--- src/qec_pkg.sv ---
/*
  qec_pkg: register offsets, field positions, reset values and event bits
  of the quadrature encoder counter.
  assumes: used by qec_top and qec_decode through qec_pkg::name only.
*/
package qec_pkg;
  localparam logic [7:0]  ADDR_MODE   = 8'h00;
  localparam logic [7:0]  ADDR_STAT   = 8'h04;
  localparam logic [7:0]  ADDR_MASK   = 8'h08;
  localparam logic [7:0]  ADDR_CMP    = 8'h0c;
  localparam logic [7:0]  ADDR_CNT    = 8'h10;
  localparam logic [7:0]  ADDR_LATCH0 = 8'h14;
  localparam logic [7:0]  ADDR_LATCH1 = 8'h18;
  localparam logic [7:0]  ADDR_SWSTRB = 8'h1c;
  localparam logic [7:0]  ADDR_PINS   = 8'h20;
  localparam logic [7:0]  ADDR_OUT    = 8'h24;

  // mode register fields
  localparam int MODE_EVAL_LSB = 0;  // 2 bits: 0 single, 1 double, 2 quad
  localparam int MODE_HYST     = 2;
  localparam int MODE_DUAL16   = 3;
  localparam int MODE_L0_EXT   = 4;
  localparam int MODE_L1_EXT   = 5;
  localparam int MODE_REF_CLR  = 6;
  localparam int MODE_IDX_CLR  = 7;
  localparam int MODE_W        = 8;
  localparam logic [7:0] MODE_RST = 8'h02;

  // status bits, also mask layout
  localparam int EV_STRB_A = 0;
  localparam int EV_STRB_B = 1;
  localparam int EV_CMP    = 2;
  localparam int EV_REF    = 3;
  localparam int EV_FAULT  = 4;
  localparam int EV_INDEX  = 5;
  localparam int EV_W      = 6;

  localparam logic [1:0] EVAL_X1 = 2'h0;
  localparam logic [1:0] EVAL_X2 = 2'h1;
  localparam logic [1:0] EVAL_X4 = 2'h2;
endpackage

--- src/qec_top.sv ---
/*
  qec_top: quadrature encoder counter with APB registers, two latches,
  compare, reference and index logic, and a masked interrupt.
  assumes: one 25 MHz clock, synchronous active-low reset, APB master.
*/
// The implementer's own choices: the APB slave port and the placing of the registers.
// Operation
// - count x1, x2 or x4 per period
// - phase order sets count direction
// - hysteresis drops first pulse after reversal
// - two 32-bit latches, synchronised strobes
// - mode register written and read back
// - strobe from pins or register write
// - external strobe raises interrupt flag
// - reference input clears count, readable
// - one 32-bit or two 16-bit encoders
// - third input is index in 32-bit
// - fourth input is fault in 32-bit
module qec_top #(
  parameter int CNT_W = 32
) (
  // clock and reset
  input  wire logic        SYS_CLK_I,
  input  wire logic        RSTN_I,
  // apb slave
  input  wire logic        PSEL_I,
  input  wire logic        PENABLE_I,
  input  wire logic        PWRITE_I,
  input  wire logic [7:0]  PADDR_I,
  input  wire logic [31:0] PWDATA_I,
  output logic [31:0]      PRDATA_O,
  output logic             PREADY_O,
  output logic             PSLVERR_O,
  // encoder pins
  input  wire logic        ENC_A_I,
  input  wire logic        ENC_B_I,
  input  wire logic        ENC_C_I,
  input  wire logic        ENC_D_I,
  input  wire logic        REF_IN_I,
  input  wire logic        CAPTURE_TRIG_FIRST_I,
  input  wire logic        CAPTURE_TRIG_SECOND_I,
  // outputs
  output logic             AUX_OUT_O,
  output logic             IRQ_O
);
  logic [qec_pkg::MODE_W-1:0] mode_r;
  logic [qec_pkg::EV_W-1:0]   stat_r;
  logic [qec_pkg::EV_W-1:0]   stat_nxt;
  logic [qec_pkg::EV_W-1:0]   mask_r;
  logic [qec_pkg::EV_W-1:0]   mask_nxt;
  logic [CNT_W-1:0]           cmp_r;
  logic [CNT_W-1:0]           cnt_r;
  logic [CNT_W-1:0]           cnt_nxt;
  logic [CNT_W-1:0]           latch0_r;
  logic [CNT_W-1:0]           latch1_r;
  logic                       aux_r;
  logic                       sw_strb0;
  logic                       sw_strb1;
  logic                       wr_en;
  logic                       rd_en;
  logic                       dual;

  assign dual  = mode_r[qec_pkg::MODE_DUAL16];
  assign wr_en = PSEL_I && PENABLE_I && PWRITE_I;
  assign rd_en = PSEL_I && !PENABLE_I && !PWRITE_I;

  function automatic logic hit(input logic [7:0] a, input logic [7:0] o);
    hit = (a == o);
  endfunction

  // pin synchronisers for the level inputs c, d, ref and strobes
  localparam int NSYNC = 5;
  logic [NSYNC-1:0] raw;
  logic [NSYNC-1:0] lvl_r;
  logic [NSYNC-1:0] rise;
  logic [NSYNC-1:0] lvl_nxt;
  assign raw = {CAPTURE_TRIG_SECOND_I, CAPTURE_TRIG_FIRST_I, REF_IN_I, ENC_D_I, ENC_C_I};

  genvar gi;
  generate
    for (gi = 0; gi < NSYNC; gi++) begin : g_sync
      logic [2:0] s_r;
      always_ff @(posedge SYS_CLK_I) begin
        if (!RSTN_I) begin
          s_r <= 3'h0;
        end else begin
          s_r <= {s_r[1:0], raw[gi]};
        end
      end
      assign lvl_nxt[gi] = (s_r[1] == s_r[2]) ? s_r[2] : lvl_r[gi];
      assign rise[gi]    = lvl_nxt[gi] && !lvl_r[gi];
    end
  endgenerate

  always_ff @(posedge SYS_CLK_I) begin
    if (!RSTN_I) begin
      lvl_r <= '0;
    end else begin
      lvl_r <= lvl_nxt;
    end
  end

  logic idx_rise;
  logic flt_rise;
  logic ref_rise;
  logic strb_a;
  logic strb_b;
  assign idx_rise = rise[0] && !dual;
  assign flt_rise = rise[1] && !dual;
  assign ref_rise = rise[2];
  assign strb_a   = rise[3];
  assign strb_b   = rise[4];

  // channel 0 on a/b; channel 1 on c/d only in dual 16-bit mode
  logic up0;
  logic dn0;
  logic up1;
  logic dn1;
  qec_decode u_dec0 (
    .clk_i   (SYS_CLK_I),
    .rst_n_i (RSTN_I),
    .a_i     (ENC_A_I),
    .b_i     (ENC_B_I),
    .eval_i  (mode_r[qec_pkg::MODE_EVAL_LSB +: 2]),
    .hyst_i  (mode_r[qec_pkg::MODE_HYST]),
    .up_o    (up0),
    .dn_o    (dn0)
  );
  qec_decode u_dec1 (
    .clk_i   (SYS_CLK_I),
    .rst_n_i (RSTN_I),
    .a_i     (ENC_C_I),
    .b_i     (ENC_D_I),
    .eval_i  (mode_r[qec_pkg::MODE_EVAL_LSB +: 2]),
    .hyst_i  (mode_r[qec_pkg::MODE_HYST]),
    .up_o    (up1),
    .dn_o    (dn1)
  );

  // the two 16-bit halves wrap on their own, so no carry crosses them
  localparam int HALF = CNT_W / 2;
  always_comb begin
    cnt_nxt = cnt_r;
    if (dual) begin
      if (up0) cnt_nxt[HALF-1:0] = cnt_r[HALF-1:0] + 1'b1;
      if (dn0) cnt_nxt[HALF-1:0] = cnt_r[HALF-1:0] - 1'b1;
      if (up1) cnt_nxt[CNT_W-1:HALF] = cnt_r[CNT_W-1:HALF] + 1'b1;
      if (dn1) cnt_nxt[CNT_W-1:HALF] = cnt_r[CNT_W-1:HALF] - 1'b1;
    end else begin
      if (up0) cnt_nxt = cnt_r + 1'b1;
      if (dn0) cnt_nxt = cnt_r - 1'b1;
    end
    if (ref_rise && mode_r[qec_pkg::MODE_REF_CLR]) cnt_nxt = '0;
    if (idx_rise && mode_r[qec_pkg::MODE_IDX_CLR]) cnt_nxt = '0;
  end

  always_ff @(posedge SYS_CLK_I) begin
    if (!RSTN_I) begin
      cnt_r <= '0;
    end else if (wr_en && hit(PADDR_I, qec_pkg::ADDR_CNT)) begin
      cnt_r <= PWDATA_I[CNT_W-1:0];
    end else begin
      cnt_r <= cnt_nxt;
    end
  end

  // latch strobes: each latch picks pin or register write
  assign sw_strb0 = wr_en && hit(PADDR_I, qec_pkg::ADDR_SWSTRB) && PWDATA_I[0];
  assign sw_strb1 = wr_en && hit(PADDR_I, qec_pkg::ADDR_SWSTRB) && PWDATA_I[1];

  always_ff @(posedge SYS_CLK_I) begin
    if (!RSTN_I) begin
      latch0_r <= '0;
    end else if (mode_r[qec_pkg::MODE_L0_EXT] ? strb_a : sw_strb0) begin
      latch0_r <= cnt_r;
    end
  end

  always_ff @(posedge SYS_CLK_I) begin
    if (!RSTN_I) begin
      latch1_r <= '0;
    end else if (mode_r[qec_pkg::MODE_L1_EXT] ? strb_b : sw_strb1) begin
      latch1_r <= cnt_r;
    end
  end

  // control registers, one process each; a write lands at the access edge
  always_ff @(posedge SYS_CLK_I) begin
    if (!RSTN_I) begin
      mode_r <= qec_pkg::MODE_RST;
    end else if (wr_en && hit(PADDR_I, qec_pkg::ADDR_MODE)) begin
      mode_r <= PWDATA_I[qec_pkg::MODE_W-1:0];
    end
  end

  // irq looks at the mask being written, so a mask write acts at once
  assign mask_nxt = (wr_en && hit(PADDR_I, qec_pkg::ADDR_MASK)) ?
                    PWDATA_I[qec_pkg::EV_W-1:0] : mask_r;
  always_ff @(posedge SYS_CLK_I) begin
    if (!RSTN_I) begin
      mask_r <= '0;
    end else begin
      mask_r <= mask_nxt;
    end
  end

  always_ff @(posedge SYS_CLK_I) begin
    if (!RSTN_I) begin
      cmp_r <= '0;
    end else if (wr_en && hit(PADDR_I, qec_pkg::ADDR_CMP)) begin
      cmp_r <= PWDATA_I[CNT_W-1:0];
    end
  end

  // the pin copy moves with the register, so the pin never lags a write
  always_ff @(posedge SYS_CLK_I) begin
    if (!RSTN_I) begin
      aux_r     <= 1'b0;
      AUX_OUT_O <= 1'b0;
    end else if (wr_en && hit(PADDR_I, qec_pkg::ADDR_OUT)) begin
      aux_r     <= PWDATA_I[0];
      AUX_OUT_O <= PWDATA_I[0];
    end
  end

  // compare fires on the cycle the count becomes equal
  logic cmp_hit;
  // a preset write overrides the count, so it must not raise a match
  assign cmp_hit = (cnt_nxt == cmp_r) && (cnt_nxt != cnt_r) &&
                   !(wr_en && hit(PADDR_I, qec_pkg::ADDR_CNT));

  logic [qec_pkg::EV_W-1:0] ev;
  always_comb begin
    ev = '0;
    ev[qec_pkg::EV_STRB_A] = strb_a;
    ev[qec_pkg::EV_STRB_B] = strb_b;
    ev[qec_pkg::EV_CMP]    = cmp_hit;
    ev[qec_pkg::EV_REF]    = ref_rise;
    ev[qec_pkg::EV_FAULT]  = flt_rise;
    ev[qec_pkg::EV_INDEX]  = idx_rise;
  end

  // write one to clear; a new event in the same cycle wins
  always_comb begin
    stat_nxt = stat_r;
    if (wr_en && hit(PADDR_I, qec_pkg::ADDR_STAT)) begin
      stat_nxt = stat_r & ~PWDATA_I[qec_pkg::EV_W-1:0];
    end
    stat_nxt = stat_nxt | ev;
  end

  always_ff @(posedge SYS_CLK_I) begin
    if (!RSTN_I) begin
      stat_r <= '0;
    end else begin
      stat_r <= stat_nxt;
    end
  end

  always_ff @(posedge SYS_CLK_I) begin
    if (!RSTN_I) begin
      IRQ_O <= 1'b0;
    end else begin
      IRQ_O <= |(stat_nxt & mask_nxt);
    end
  end

  // read data captured in setup, so each access takes exactly two cycles
  logic known;
  always_comb begin
    unique case (PADDR_I)
      qec_pkg::ADDR_MODE, qec_pkg::ADDR_STAT, qec_pkg::ADDR_MASK,
      qec_pkg::ADDR_CMP, qec_pkg::ADDR_CNT, qec_pkg::ADDR_LATCH0,
      qec_pkg::ADDR_LATCH1, qec_pkg::ADDR_SWSTRB, qec_pkg::ADDR_PINS,
      qec_pkg::ADDR_OUT: known = 1'b1;
      default:           known = 1'b0;
    endcase
  end

  always_ff @(posedge SYS_CLK_I) begin
    if (!RSTN_I) begin
      PRDATA_O <= 32'h0;
    end else if (rd_en) begin
      PRDATA_O <= 32'h0;
      if (hit(PADDR_I, qec_pkg::ADDR_MODE))   PRDATA_O[qec_pkg::MODE_W-1:0] <= mode_r;
      if (hit(PADDR_I, qec_pkg::ADDR_STAT))   PRDATA_O[qec_pkg::EV_W-1:0] <= stat_r;
      if (hit(PADDR_I, qec_pkg::ADDR_MASK))   PRDATA_O[qec_pkg::EV_W-1:0] <= mask_r;
      if (hit(PADDR_I, qec_pkg::ADDR_CMP))    PRDATA_O[CNT_W-1:0] <= cmp_r;
      if (hit(PADDR_I, qec_pkg::ADDR_CNT))    PRDATA_O[CNT_W-1:0] <= cnt_r;
      if (hit(PADDR_I, qec_pkg::ADDR_LATCH0)) PRDATA_O[CNT_W-1:0] <= latch0_r;
      if (hit(PADDR_I, qec_pkg::ADDR_LATCH1)) PRDATA_O[CNT_W-1:0] <= latch1_r;
      if (hit(PADDR_I, qec_pkg::ADDR_PINS))   PRDATA_O[NSYNC-1:0] <= lvl_r;
      if (hit(PADDR_I, qec_pkg::ADDR_OUT))    PRDATA_O[0] <= aux_r;
    end
  end

  always_ff @(posedge SYS_CLK_I) begin
    if (!RSTN_I) begin
      PREADY_O  <= 1'b0;
      PSLVERR_O <= 1'b0;
    end else begin
      PREADY_O  <= PSEL_I && !PENABLE_I;
      PSLVERR_O <= PSEL_I && !PENABLE_I && !known;
    end
  end
endmodule

--- src/qec_decode.sv ---
/*
  qec_decode: one quadrature channel, three flop synchroniser, x1/x2/x4
  evaluation, direction detect and reversal hysteresis.
  assumes: a and b are raw pins; outputs are one-cycle count pulses.
*/
module qec_decode (
  // clock and reset
  input  wire logic       clk_i,
  input  wire logic       rst_n_i,
  // pins and setup
  input  wire logic       a_i,
  input  wire logic       b_i,
  input  wire logic [1:0] eval_i,
  input  wire logic       hyst_i,
  // count pulses
  output logic            up_o,
  output logic            dn_o
);
  logic [2:0] a_sync_r;
  logic [2:0] b_sync_r;
  logic       a_r;
  logic       b_r;
  logic       dir_r;
  logic       dir_valid_r;
  logic       step;
  logic       fwd;
  logic       take;

  always_ff @(posedge clk_i) begin
    if (!rst_n_i) begin
      a_sync_r <= 3'h0;
      b_sync_r <= 3'h0;
    end else begin
      a_sync_r <= {a_sync_r[1:0], a_i};
      b_sync_r <= {b_sync_r[1:0], b_i};
    end
  end

  // a change counts once the second and third stage agree
  always_ff @(posedge clk_i) begin
    if (!rst_n_i) begin
      a_r <= 1'b0;
      b_r <= 1'b0;
    end else begin
      if (a_sync_r[1] == a_sync_r[2]) a_r <= a_sync_r[2];
      if (b_sync_r[1] == b_sync_r[2]) b_r <= b_sync_r[2];
    end
  end

  logic a_new;
  logic b_new;
  assign a_new = (a_sync_r[1] == a_sync_r[2]) ? a_sync_r[2] : a_r;
  assign b_new = (b_sync_r[1] == b_sync_r[2]) ? b_sync_r[2] : b_r;

  // a leads b: forward; a simultaneous change of both is dropped
  always_comb begin
    step = 1'b0;
    fwd  = 1'b0;
    if ((a_new != a_r) && (b_new == b_r)) begin
      fwd  = (a_new != b_r);
      // x1 takes the a edges made while b is low: one per period either way
      step = (eval_i == qec_pkg::EVAL_X4) || (eval_i == qec_pkg::EVAL_X2) ||
             ((eval_i == qec_pkg::EVAL_X1) && !b_r);
    end else if ((b_new != b_r) && (a_new == a_r)) begin
      fwd  = (b_new == a_r);
      step = (eval_i == qec_pkg::EVAL_X4);
    end
  end

  // first pulse after a reversal is absorbed when hysteresis is on
  assign take = step && !(hyst_i && dir_valid_r && (fwd != dir_r));

  always_ff @(posedge clk_i) begin
    if (!rst_n_i) begin
      dir_r       <= 1'b0;
      dir_valid_r <= 1'b0;
    end else if (step) begin
      dir_r       <= fwd;
      dir_valid_r <= 1'b1;
    end
  end

  always_ff @(posedge clk_i) begin
    if (!rst_n_i) begin
      up_o <= 1'b0;
      dn_o <= 1'b0;
    end else begin
      up_o <= take && fwd;
      dn_o <= take && !fwd;
    end
  end
endmodule

--- config.mk ---
export PLATFORM = sky130hd
export DESIGN_NAME = qec_top
export DESIGN_NICKNAME = d
export VERILOG_FILES = /design/src/qec_pkg.sv /design/src/qec_top.sv /design/src/qec_decode.sv
export SDC_FILE = /design/constraint.sdc
export NUM_CORES = 1
export LEC_CHECK = 0
export ABC_AREA = 1
export BUFFER_PORTS_ARGS = -buffer_cell sky130_fd_sc_hd__buf_2
export CORE_ASPECT_RATIO = 1.25
export CORE_MARGIN = 5
export CORE_UTILIZATION = 52
export CTS_CLUSTER_DIAMETER = 100
export DETAILED_ROUTE_END_ITERATION = 10
export PLACE_DENSITY = 0.7
export SYNTH_ARGS = -nofsm -noshare
export SYNTH_HDL_FRONTEND = slang
export SYNTH_HIERARCHICAL = 1
export SYNTH_SLANG_ARGS = --single-unit
--- constraint.sdc ---
create_clock -name SYS_CLK_I -period 6.24 [get_ports SYS_CLK_I]
set_input_delay 1.248 -clock SYS_CLK_I [delete_from_list [all_inputs] [get_ports SYS_CLK_I]]
set_output_delay 1.248 -clock SYS_CLK_I [all_outputs]
set_load 0.02 [all_outputs]
======== Yosys cells after proc, flatten, opt, wreduce, memory -nomap -nowiden ========
Cells that the tools add are included.
word-level totals
  input port bits ......................... 52
  register bits ........................... 228
  logic and storage cells ................. 185
operators by class
  add/subtract/negate cells ............... 6
  equal/unequal tests ..................... 36
  reductions and logical operators ........ 64
  muxes and demuxes ....................... 41
  bitwise gates (word level) .............. 4
operators with widths
  cell                                                                    number
  32-bit 2-to-1 mux                                                       10
  16-bit 2-to-1 mux                                                       4
  1-bit logical AND                                                       41
  16-bit by 1-bit adder with 16-bit output (second input constant)        2
  32-bit by 1-bit adder with 32-bit output (second input constant)        1
  32-bit equality test                                                    1
  8-bit by 5-bit equality test with 1-bit output (second input constant)  4
  32-bit inequality test                                                  1
  16-bit by 1-bit subtractor with 16-bit output (second input constant)   2
  32-bit by 1-bit subtractor with 32-bit output (second input constant)   1
  6-bit 2-to-1 mux                                                        4
  1-bit 2-to-1 mux                                                        21
  8-bit by 4-bit equality test with 1-bit output (second input constant)  2
  8-bit by 6-bit equality test with 1-bit output (second input constant)  2
  1-bit zero test                                                         16
  1-bit equality test                                                     15
  6-bit bitwise AND                                                       2
  10-bit OR reduction                                                     1
  8-bit by 3-bit equality test with 1-bit output (second input constant)  1
  8-bit zero test                                                         1
  8-bit 2-to-1 mux                                                        1
  1-bit inequality test                                                   8
  6-bit NOT                                                               1
  6-bit OR                                                                1
  other kinds (6)                                                         8

======== Logic depth before layout (Yosys ltp) ========
Gate-level depths: netlist of run 1.
  word-level depth ........................ 12
  depth in mapped cells ................... 22

======== Cells and area by module ========
Netlist of run 1, hierarchy kept.
by module, submodules not included
  module      sequential area each (um2)  instances  area each (um2)  cells an instance
  qec_top     4083.9                      1          10640.2          1608
  qec_decode  240.2                       2          594.3            85

======== Worst setup path after synthesis of run 1 ========
No wires, ideal clock.
  path kind ............................... input -> register
  start ................................... in PADDR_I[7]
  end ..................................... reg cmp_r[18]
  stages .................................. 11
  arrival time ............................ 2.734 ns
  data required time ...................... 6.112 ns
  slack ................................... 3.378 ns
  library setup time ...................... 0.128 ns
  path through ............................ nor2_1 > inv_2 > nor3_4 > inv_1 > nor2_2 > inv_2 > nor2_1 > inv_2 > clkbuf_1 > o21ai_0 > a21oi_1
on the way
  longest elaborated chain between the ends .. 2
ends and longest elaborated chain
  item                                            RTL line        source
  start: declaration                              qec_top.sv:29   input wire logic [7:0] PADDR_I,
  8-bit by 4-bit equality test with 1-bit output  qec_top.sv:68   hit = (a == o);
  1-bit logical AND                               qec_top.sv:210  end else if (wr_en && hit(PADDR_I, qec_pkg::ADDR_CMP)) begin
  end signal: assignment                          qec_top.sv:211  cmp_r <= PWDATA_I[CNT_W-1:0];
  end: declaration                                qec_top.sv:51   logic [CNT_W-1:0] cmp_r;
No other way between the ends.
A chain may end at the register's enable or synchronous reset.

======== Worst setup path in the final report of run 1 ========
  start ................................... in PADDR_I[7]
  end ..................................... reg cmp_r[20]
Same word-level chain as after synthesis.

==> results.toml, run 1 <==
[setup_path]
critical-path-slowest-cell = "nor2_1"
rr_endpoint = "IRQ_O"
worstReg2RegStart = "mode_r[3]"
slowest_delay_ps = 720
data_required_time_of_the_worst_path_ps = 6630
cp_data_arrival_time_ps = 4330
cpMostUsedCell = "inv_2"
reg2reg_slack_ps = 2600
timing.critical_path.cells = "buf_2, nor2_1, inv_2, nor3_4, inv_1, nor2_2, inv_2, nor2_1, inv_2, o21ai_0, a21oi_1"
worstSetupEndpointType = "flop"
timing.critical_path.fanout_max = 51
worst_setup_path_start_kind = "input pin"
worst-r2r-cell-count = 18
critical_path_class = "in -> reg"

[yosys]
yosysTopAreaCell = "dfxtp_1"
ys.flop_type = "dfxtp_1"
synth_xor_area_frac = 0.00296
synth-edff-count = 0
synthTopCellsByArea = "dfxtp_1, nand2_1, a21oi_1"
synthesis.area_per_instance_sq_um = 6.65
synth_simple_gate_area_frac = 0.288
async_reset_ff_frac = 0
synthesis.area_sq_um = 11800
synth_most_common_cell = "nand2_1"
synth_adder_area_share = 0.00846
synth.area.mux_share = 0
syn_inst = 1778
synth-compound-area-share = 0.218
synthTopCellsByCount = "nand2_1, dfxtp_1, a21oi_1"
yosys_warnings = 6
number_of_storage_elements_in_the_synthesis_netlist = 228
synth.net_count = 1838
synth_top_cell_area_share = 0.386
synth_top_family_by_area = "simple AND/OR/NAND/NOR gates"
synth_seq_area_share = 0.386
synth.distinct_cells = 43

[timing]
timing_worst_slew_pin_value_ps = 1190
finClkSkew_ps = 13.5
setup_total_negative_slack_ps = 0
unrepaired_setup_endpoints_after_global_routing = "false"
fin_crit_sh = 0.632
slew_headroom = 0.209
final_hold_viol_count = 0
clock.fmax_mhz = 253
finalSetupViolCount = 0
layout_min_cycle_time_ps = 3950
final-max-slew-violation-count = 0

[cells_and_area]
final-seq-area_sq_um = 4560
layout_cell_area_excl_fill_sq_um = 13100
multi_input_logic_area_sq_um = 6120
post_layout_nonfiller_instances = 2114
layout.filler_cells = 2232
antenna_cells = 0
synthToLayoutAreaGrowth_pct = 11.0
finish.net_count = 1873
post_route_cells_drive_above_1_share = 0.117

[global_route]
grt.total_usage = 0.286
via_count_of_the_first_global_routing_pass = 11300
first_pass_grt_wire_length_mm = 60.2
antenna_found_initial = 0
gr-total-overflow = 0
grt_start_max_net_pins = 95

[worst_hold_path]
hold-path-cell-count = 2
hp-start = "u_dec0/a_sync_r[0]"
hold_path_end = "u_dec0/a_sync_r[1]"
worst_hold_path_type = "reg -> reg"

[place]
globalplace.congestion = 0.946
placement.cell_area_sq_um = 12300
post-place-cells = 2070
port_buffers = 87
dpl.hpwl_mm = 28.4

[routing]
initialDrtViolationCount = 778
total_via_count_in_the_routed_design = 11900
post-route-drc-count = 0
postRouteWirelength_mm = 38.1
routed_via_density = 5.64
detail-route-antenna-nets = 0
final_routed_wire_length_divided_by_cell_count_um = 18.0
drt_first_pass_iters = 6

[pwr]
power_density_nw_per_um2 = 238
sum_of_internal_switching_and_leakage_power_uw = 3120
max-vdd-ir-drop_v = 0.000275
leakagePower_uw = 0.00587

[cts]
cts.reportedPaths.clkPinSlew_ps = 60
tritoncts = "built"
clk_path_buf_depth = 3
hold_buffer_count_at_cts = 0
clock_buffers_created_by_tritoncts = 24
cts_root_buf = "clkbuf_16"
numClockSinks = 228
cts_setup_buffers = 0
htree_num_levels = 1
clkLatencyLatePin_ps = 540
cts_resized = 0

[run]
max_cap_viol_count = 0

[run_status]
outcome = "finished clean"

[die]
core_sq_um = 22400
dieArea_sq_um = 25900
fp-row-count = 61
die_width_um = 145
fp.dieH_um = 179
start_util = 0.529
ioPinCount = 88
[worst max-delay path, delay by kind of cell]
family / cells / cell delay, ps
AOI/OAI and AO/OA: 2 / 370
buffers and inverters: 5 / 1160
and+or+nand+nor: 4 / 1520
[where the power goes]
part           leakage [uW]  internal, uW  switching (uW)
Clock              0.000401           876             616
Combinational       0.00363          45.6             100
Sequential          0.00184          1470            12.0
Total               0.00587          2390             728
[cell usage in the layout (no fill, tap or decap), drive strengths merged]
master and n:
clkinv 9, nand2 402, o211ai 15, inv 207, bufinv 3, clkbuf 31
a21o 2, xor2 4, nor4 1, o221ai 10, ha 8, or2 4
o41ai 1, nor2 175, a2111oi 2, a211oi 2, nand3 139, a32o 1
o21bai 2, a21oi 201, nor3 10, o2111ai 5, clkinvlp 2, buf 94
o22ai 11, dfxtp 228, o21ai 199, o21a 1, a221oi 7, nand4 39
nand3b 2, a31oi 14
[stage by stage]
| step | util | hold slack (ps) | setup slack [ps] |
|---|---|---|---|
| floorplan | - | 390 | 3380 |
| global placement | 0.550 | 393 | 1990 |
| detailed placement | 0.550 | 401 | 1830 |
| CTS | 0.587 | 420 | 2400 |
| global route | 0.587 | 437 | 1990 |
| finish | 0.587 | 416 | 2290 |
[state kept, by name, indices dropped and copies added (netlist names), 3 cells and up]
register and count:
u_dec0/b_sync_r 3, cnt_r 32, stat_r 6, latch0_r 32, latch1_r 32, cmp_r 32
u_dec0/a_sync_r 3, u_dec1/a_sync_r 3, PRDATA_O 32, u_dec1/b_sync_r 3, g_sync.s_r 15, mode_r 8
lvl_r 5, mask_r 6
[area by class of cell]
class,instances,area share
inverters,208,0.0595
clock buffers,31,0.0500
repair buffers,94,0.0374
well taps,283,0.0270
clock inverters,13,0.0128
multi-input cells,1257,0.466
flip-flops and latches,228,0.348
[how the worst max path moves through the flow]
stage | from | endpoint | slack, ps | cells after the start
final | PADDR_I[7] | cmp_r[20] | 2290 | 11
after global routing | PADDR_I[7] | cmp_r[25] | 1990 | 11
after CTS | PADDR_I[7] | cmp_r[20] | 2400 | 11
after detailed placement | PADDR_I[7] | cmp_r[12] | 1830 | 11
after global placement | PADDR_I[7] | cmp_r[22] | 1990 | 11
after floorplan | PADDR_I[7] | cmp_r[18] | 3380 | 11
[logic make-up (layout without fill, tap and decap cells)]
kind of cell	count (synthesis)	in the layout
compound gates	473	473
xor+xnor	4	4
fa+ha+maj	8	8
buf+inv	293	346
flops	228	228
simple gates	772	772
[metal layers]
metal,track usage,up-vias,part of all wire
li1,-,5994,-
met1,0.328,5446,0.39
met2,0.511,372,0.49
met3,0.0343,111,0.050
met4,0.172,0,0.068
met5,0,-,0
(Power assumes the default switching activity.)
==> run 2, diff against run 1 <==
--- a/config.mk
+++ b/config.mk
@@ -12,7 +12,7 @@
 export CORE_UTILIZATION = 52
 export CTS_CLUSTER_DIAMETER = 100
 export DETAILED_ROUTE_END_ITERATION = 10
-export PLACE_DENSITY = 0.7
+export PLACE_DENSITY = 0.73
 export SYNTH_ARGS = -nofsm -noshare
 export SYNTH_HDL_FRONTEND = slang
 export SYNTH_HIERARCHICAL = 1
==> constraint.sdc (replaced) <==
create_clock -name SYS_CLK_I -period 3.61 [get_ports SYS_CLK_I]
set_input_delay 0.722 -clock SYS_CLK_I [delete_from_list [all_inputs] [get_ports SYS_CLK_I]]
set_output_delay 0.722 -clock SYS_CLK_I [all_outputs]
set_load 0.02 [all_outputs]
==> run 2 against run 1 <==
  * Cell count increased by 0.57%
  * Register-to-register slack got worse by 2100 ps
  * Global-route usage grew 0.39 points
  * Largest cell class unchanged
  * Worst setup slack got worse by 1800 ps
  * Critical path depth up 9
  * Routed wire length increased by 1.6%
  * Sequential share of layout area shrank 0.37 points
  * Clock power increased by 80%
  * Die area is the same
  * Sequential cell count is the same
  * Power up 76%
==> results.toml, run 2 (synthesis gave the netlist of run 1 again) <==
[run_status]
outcome = "finished clean"

[cts]
hold_buffer_count_at_cts = 0
cts_setup_buffers = 0
clkLatencyLatePin_ps = 530
cts_root_buf = "clkbuf_16"
cts.reportedPaths.clkPinSlew_ps = 60
htree_num_levels = 1
cts_resized = 0
numClockSinks = 228
clk_path_buf_depth = 3
tritoncts = "built"
clock_buffers_created_by_tritoncts = 24

[worst_hold_path]
hold_path_end = "u_dec0/b_sync_r[0]"
hp-start = "ENC_B_I"
hold-path-cell-count = 3
worst_hold_path_type = "in -> reg"

[setup_path]
worstReg2RegStart = "lvl_r[2]"
data_required_time_of_the_worst_path_ps = 4070
cp_data_arrival_time_ps = 3560
timing.critical_path.fanout_max = 47
worst_setup_path_start_kind = "flop"
reg2reg_slack_ps = 510
rr_endpoint = "IRQ_O"
worst-r2r-cell-count = 20
critical_path_class = "reg -> reg"
worstSetupEndpointType = "flop"

[global_route]
first_pass_grt_wire_length_mm = 61.0
gr-total-overflow = 0
via_count_of_the_first_global_routing_pass = 11500
grt.total_usage = 0.290
antenna_found_initial = 0
grt_start_max_net_pins = 202

[place]
post-place-cells = 2082
port_buffers = 87
dpl.hpwl_mm = 28.9
placement.cell_area_sq_um = 12400
globalplace.congestion = 1.01

[die]
fp.dieH_um = 179
fp-row-count = 61
start_util = 0.529
dieArea_sq_um = 25900
die_width_um = 145
core_sq_um = 22400
ioPinCount = 88

[routing]
routed_via_density = 5.69
detail-route-antenna-nets = 0
post-route-drc-count = 0
final_routed_wire_length_divided_by_cell_count_um = 18.2
initialDrtViolationCount = 1067
total_via_count_in_the_routed_design = 12100
drt_first_pass_iters = 7
postRouteWirelength_mm = 38.8

[pwr]
power_density_nw_per_um2 = 414
max-vdd-ir-drop_v = 0.000720
leakagePower_uw = 0.00595

[timing]
finClkSkew_ps = 17.9
final-max-slew-violation-count = 0
layout_min_cycle_time_ps = 3100
finalSetupViolCount = 0
unrepaired_setup_endpoints_after_global_routing = "false"
clock.fmax_mhz = 322
timing_worst_slew_pin_value_ps = 858
setup_total_negative_slack_ps = 0
slew_headroom = 0.427
fin_crit_sh = 0.859
final_hold_viol_count = 0

[run]
max_cap_viol_count = 0

[cells_and_area]
finish.net_count = 1885
post-route-util = 0.593
antenna_cells = 0
final_cell_mix = "nand2_1, dfxtp_1, a21oi_1"
layout_cell_area_excl_fill_sq_um = 13300
synthToLayoutAreaGrowth_pct = 12.2
post_layout_nonfiller_instances = 2126
post_route_cells_drive_above_1_share = 0.123
mostFrequentLayoutCell = "nand2_1"
## run 2: cell count changes in the layout (fill, tap and decap cells not counted), sizes merged
cell | previous run | this run
bufinv | 3 | 4
clkinv | 9 | 7
buf | 94 | 106
clkbuf | 31 | 34
inv | 207 | 205
## run 2: layout make-up
cell class                 instances  area, sq um
fill                            2187         9090
clock inverter                    10          174
tap                              283          354
inverter                         208          781
multi-input combinational       1257         6120
sequential                       228         4560
timing repair buffer             106          593
clock buffer                      34          688
## run 2: layer usage
metal  up-vias  wire length, um  GRT usage
li1       6007                -          -
met1      5532            14900      0.335
met2       436            18500      0.497
met3       127             2280     0.0399
met4         0             3030      0.205
met5         -                0          0
## run 2: how the worst max path moves through the flow
stage                     slack [ps]        end  cells after the start       start
after floorplan                 1270  cmp_r[18]                     11  PADDR_I[7]
after CTS                        510      IRQ_O                     20    lvl_r[2]
after global routing             220      IRQ_O                     20    lvl_r[0]
after global placement           520      IRQ_O                     11  PADDR_I[1]
after detailed placement         550      IRQ_O                     11  PADDR_I[1]
final                            510      IRQ_O                     20    lvl_r[2]
## run 2: metrics by stage
stage / setup slack (ps) / hold slack (ps) / total power [uW]
after floorplan: 1270 / 390 / 2770
after global placement: 523 / 392 / 2870
after detailed placement: 550 / 401 / 2880
after CTS: 509 / 367 / 5530
after global routing: 216 / 390 / 5670
final: 509 / 378 / 5500
## run 2: critical path, cell delays in order, from the launching register on
cell     delay, ps
dfxtp_1        350
inv_1           60
nand3_1        120
nor2_1          60
inv_1           80
nand2_2        110
inv_2          650
nand3_1        220
nand2_1        110
nand2_1        100
nor2_1         100
nand2_1        100
nor2_1         160
nand2_1         90
nor2_1         170
nand2_1        100
nor2_2         100
nand3_2        130
nand2_1         90
nand2_1         50
nand2_1         50
## run 2: power by group
part	internal, uW	leakage [uW]	switching, uW
combinational	80.3	0.00369	178
clock	1620	0.000414	1050
sequential	2540	0.00184	21.1
total	4250	0.00595	1250
==> run 3, diff against run 2 <==
--- a/config.mk
+++ b/config.mk
@@ -12,7 +12,7 @@
 export CORE_UTILIZATION = 52
 export CTS_CLUSTER_DIAMETER = 100
 export DETAILED_ROUTE_END_ITERATION = 10
-export PLACE_DENSITY = 0.73
+export PLACE_DENSITY = 0.77
 export SYNTH_ARGS = -nofsm -noshare
 export SYNTH_HDL_FRONTEND = slang
 export SYNTH_HIERARCHICAL = 1
==> run 3 against run 2 <==
  * Critical path depth fell by 1
  * Final area rose by 0.11%
  * Highest routed layer unchanged
  * Global-route usage fell by 0.20 points
  * Critical endpoint unchanged
  * Cell count barely moved
  * Sequential cell count did not move
==> results.toml, run 3 (synthesis gave the netlist of run 1 again) <==
[cells_and_area]
final_cell_mix = "nand2_1, dfxtp_1, a21oi_1"
synthToLayoutAreaGrowth_pct = 12.3
antenna_cells = 0
mostFrequentLayoutCell = "nand2_1"
layout.filler_cells = 2131
finish.net_count = 1885
post_route_cells_drive_above_1_share = 0.124
multi_input_logic_area_sq_um = 6120
final-seq-area_sq_um = 4560

[timing]
clock.fmax_mhz = 352
setup_total_negative_slack_ps = 0
final_hold_viol_count = 0
timing_worst_slew_pin_value_ps = 780
final-max-slew-violation-count = 0
unrepaired_setup_endpoints_after_global_routing = "false"
layout_min_cycle_time_ps = 2840
finalSetupViolCount = 0
hold_slack_ps = 362
slew_headroom = 0.466
finClkSkew_ps = 8.57
fin_crit_sh = 0.786

[routing]
drt_first_pass_iters = 7
postRouteWirelength_mm = 38.3
initialDrtViolationCount = 966
total_via_count_in_the_routed_design = 12100
routed_via_density = 5.70
final_routed_wire_length_divided_by_cell_count_um = 18.0
post-route-drc-count = 0
detail-route-antenna-nets = 0

[pwr]
power.share.clock = 0.488
net-switching-power_uw = 1270
internal_power_uw = 4230
share_seq_of_total_power = 0.466
share_comb_of_total_power = 0.046
switching_share = 0.231
power_density_nw_per_um2 = 414
leakagePower_uw = 0.00596
max-vdd-ir-drop_v = 0.000447

[global_route]
via_count_of_the_first_global_routing_pass = 11400
grt_start_max_net_pins = 202
gr-total-overflow = 0
first_pass_grt_wire_length_mm = 60.4
antenna_found_initial = 0
grt.total_usage = 0.288

[cts]
clk_path_buf_depth = 3
cts.reportedPaths.clkPinSlew_ps = 60
tritoncts = "built"
clkLatencyLatePin_ps = 540
cts_resized = 0
clock_buffers_created_by_tritoncts = 25
cts_setup_buffers = 0
hold_buffer_count_at_cts = 0
htree_num_levels = 1
numClockSinks = 228
cts_root_buf = "clkbuf_16"

[die]
core_sq_um = 22400
fp.dieH_um = 179
fp-row-count = 61
die_width_um = 145
start_util = 0.529
ioPinCount = 88
dieArea_sq_um = 25900

[setup_path]
critical-path-top-delay-family = "simple AND/OR/NAND/NOR gates"
worst_setup_path_start_kind = "flop"
path_depth = 19
critical_path_class = "reg -> reg"
worstSetupEndpointType = "flop"
critical_path_buf_inv_count = 3
timing.critical_path.fanout_max = 33
cp_data_arrival_time_ps = 3330
cpMostUsedCell = "nand2_1"
worst-r2r-cell-count = 19
timing.critical_path.cells = "inv_1, nand3_1, nor2_1, nand2_1, nand2_2, inv_2, buf_4, nand3_1, nand2_1, nand2_1, nor2_1, nand2_1, nor2_1, nand2_1, nor2_2, nand3_2, nand2_1, nand2_1, nand2_1"
critical-path-slowest-cell = "inv_2"
data_required_time_of_the_worst_path_ps = 4100
slowest_delay_ps = 460

[place]
port_buffers = 87
globalplace.congestion = 0.951
dpl.hpwl_mm = 28.3

[run]
max_cap_viol_count = 0

[worst_hold_path]
hold-path-cell-count = 3
worst_hold_path_type = "in -> reg"

[run_status]
outcome = "finished clean"
[run 3: cell count changes in the layout (fill, tap and decap cells not counted), sizes merged]
cell	before	now
bufinv	4	3
buf	106	105
inv	205	207
clkinv	7	8
[run 3: layer usage]
| metal | vias up | track usage | wire (um) |
|---|---|---|---|
| met4 | 0 | 0.208 | 3300 |
| met1 | 5515 | 0.330 | 14500 |
| met3 | 146 | 0.0368 | 2230 |
| li1 | 6013 | - | - |
| met2 | 453 | 0.496 | 18300 |
| met5 | - | 0 | 0 |
[run 3: worst paths after layout]
| check | from | to | slack [ps] |
|---|---|---|---|
| worst max-delay path | lvl_r[0] | IRQ_O | 770 |
| worst min-delay path | REF_IN_I | g_sync[2].s_r[0] | 360 |
| worst max register to register | lvl_r[0] | IRQ_O | 770 |
| worst min register to register | g_sync[2].s_r[0] | g_sync[2].s_r[1] | 410 |
[run 3: layout make-up]
cell class	instances	share of cell area
Inverter	208	0.0588
Timing Repair Buffer	105	0.0450
Tap cell	283	0.0267
Clock inverter	12	0.0122
Multi-Input combinational cell	1257	0.460
Clock buffer	34	0.0534
Sequential cell	228	0.344
[run 3: tightest hold or removal path: stages]
cell,delay (ps)
buf_2,70
nand2_1,40
inv_1,40
[run 3: per-stage QoR]
step	power [uW]	area (sq um)	util	setup WS (ps)	std cells
after floorplan	2770	11800	-	1270	1778
after global placement	2870	12400	0.555	727	2081
after detailed placement	2870	12400	0.555	744	2081
after CTS	5530	13300	0.594	824	2127
after global routing	5680	13300	0.594	506	2127
final	5500	13300	0.594	772	2127
[run 3: power groups by stage]
stage	Clock [uW]	Combinational, uW	Sequential [uW]
5_1_grt	2830	283	2570
4_1_cts	2720	253	2560
6_report	2680	254	2560
3_3_place_gp	0	248	2620
2_1_floorplan	0	146	2630
3_5_place_dp	0	251	2620
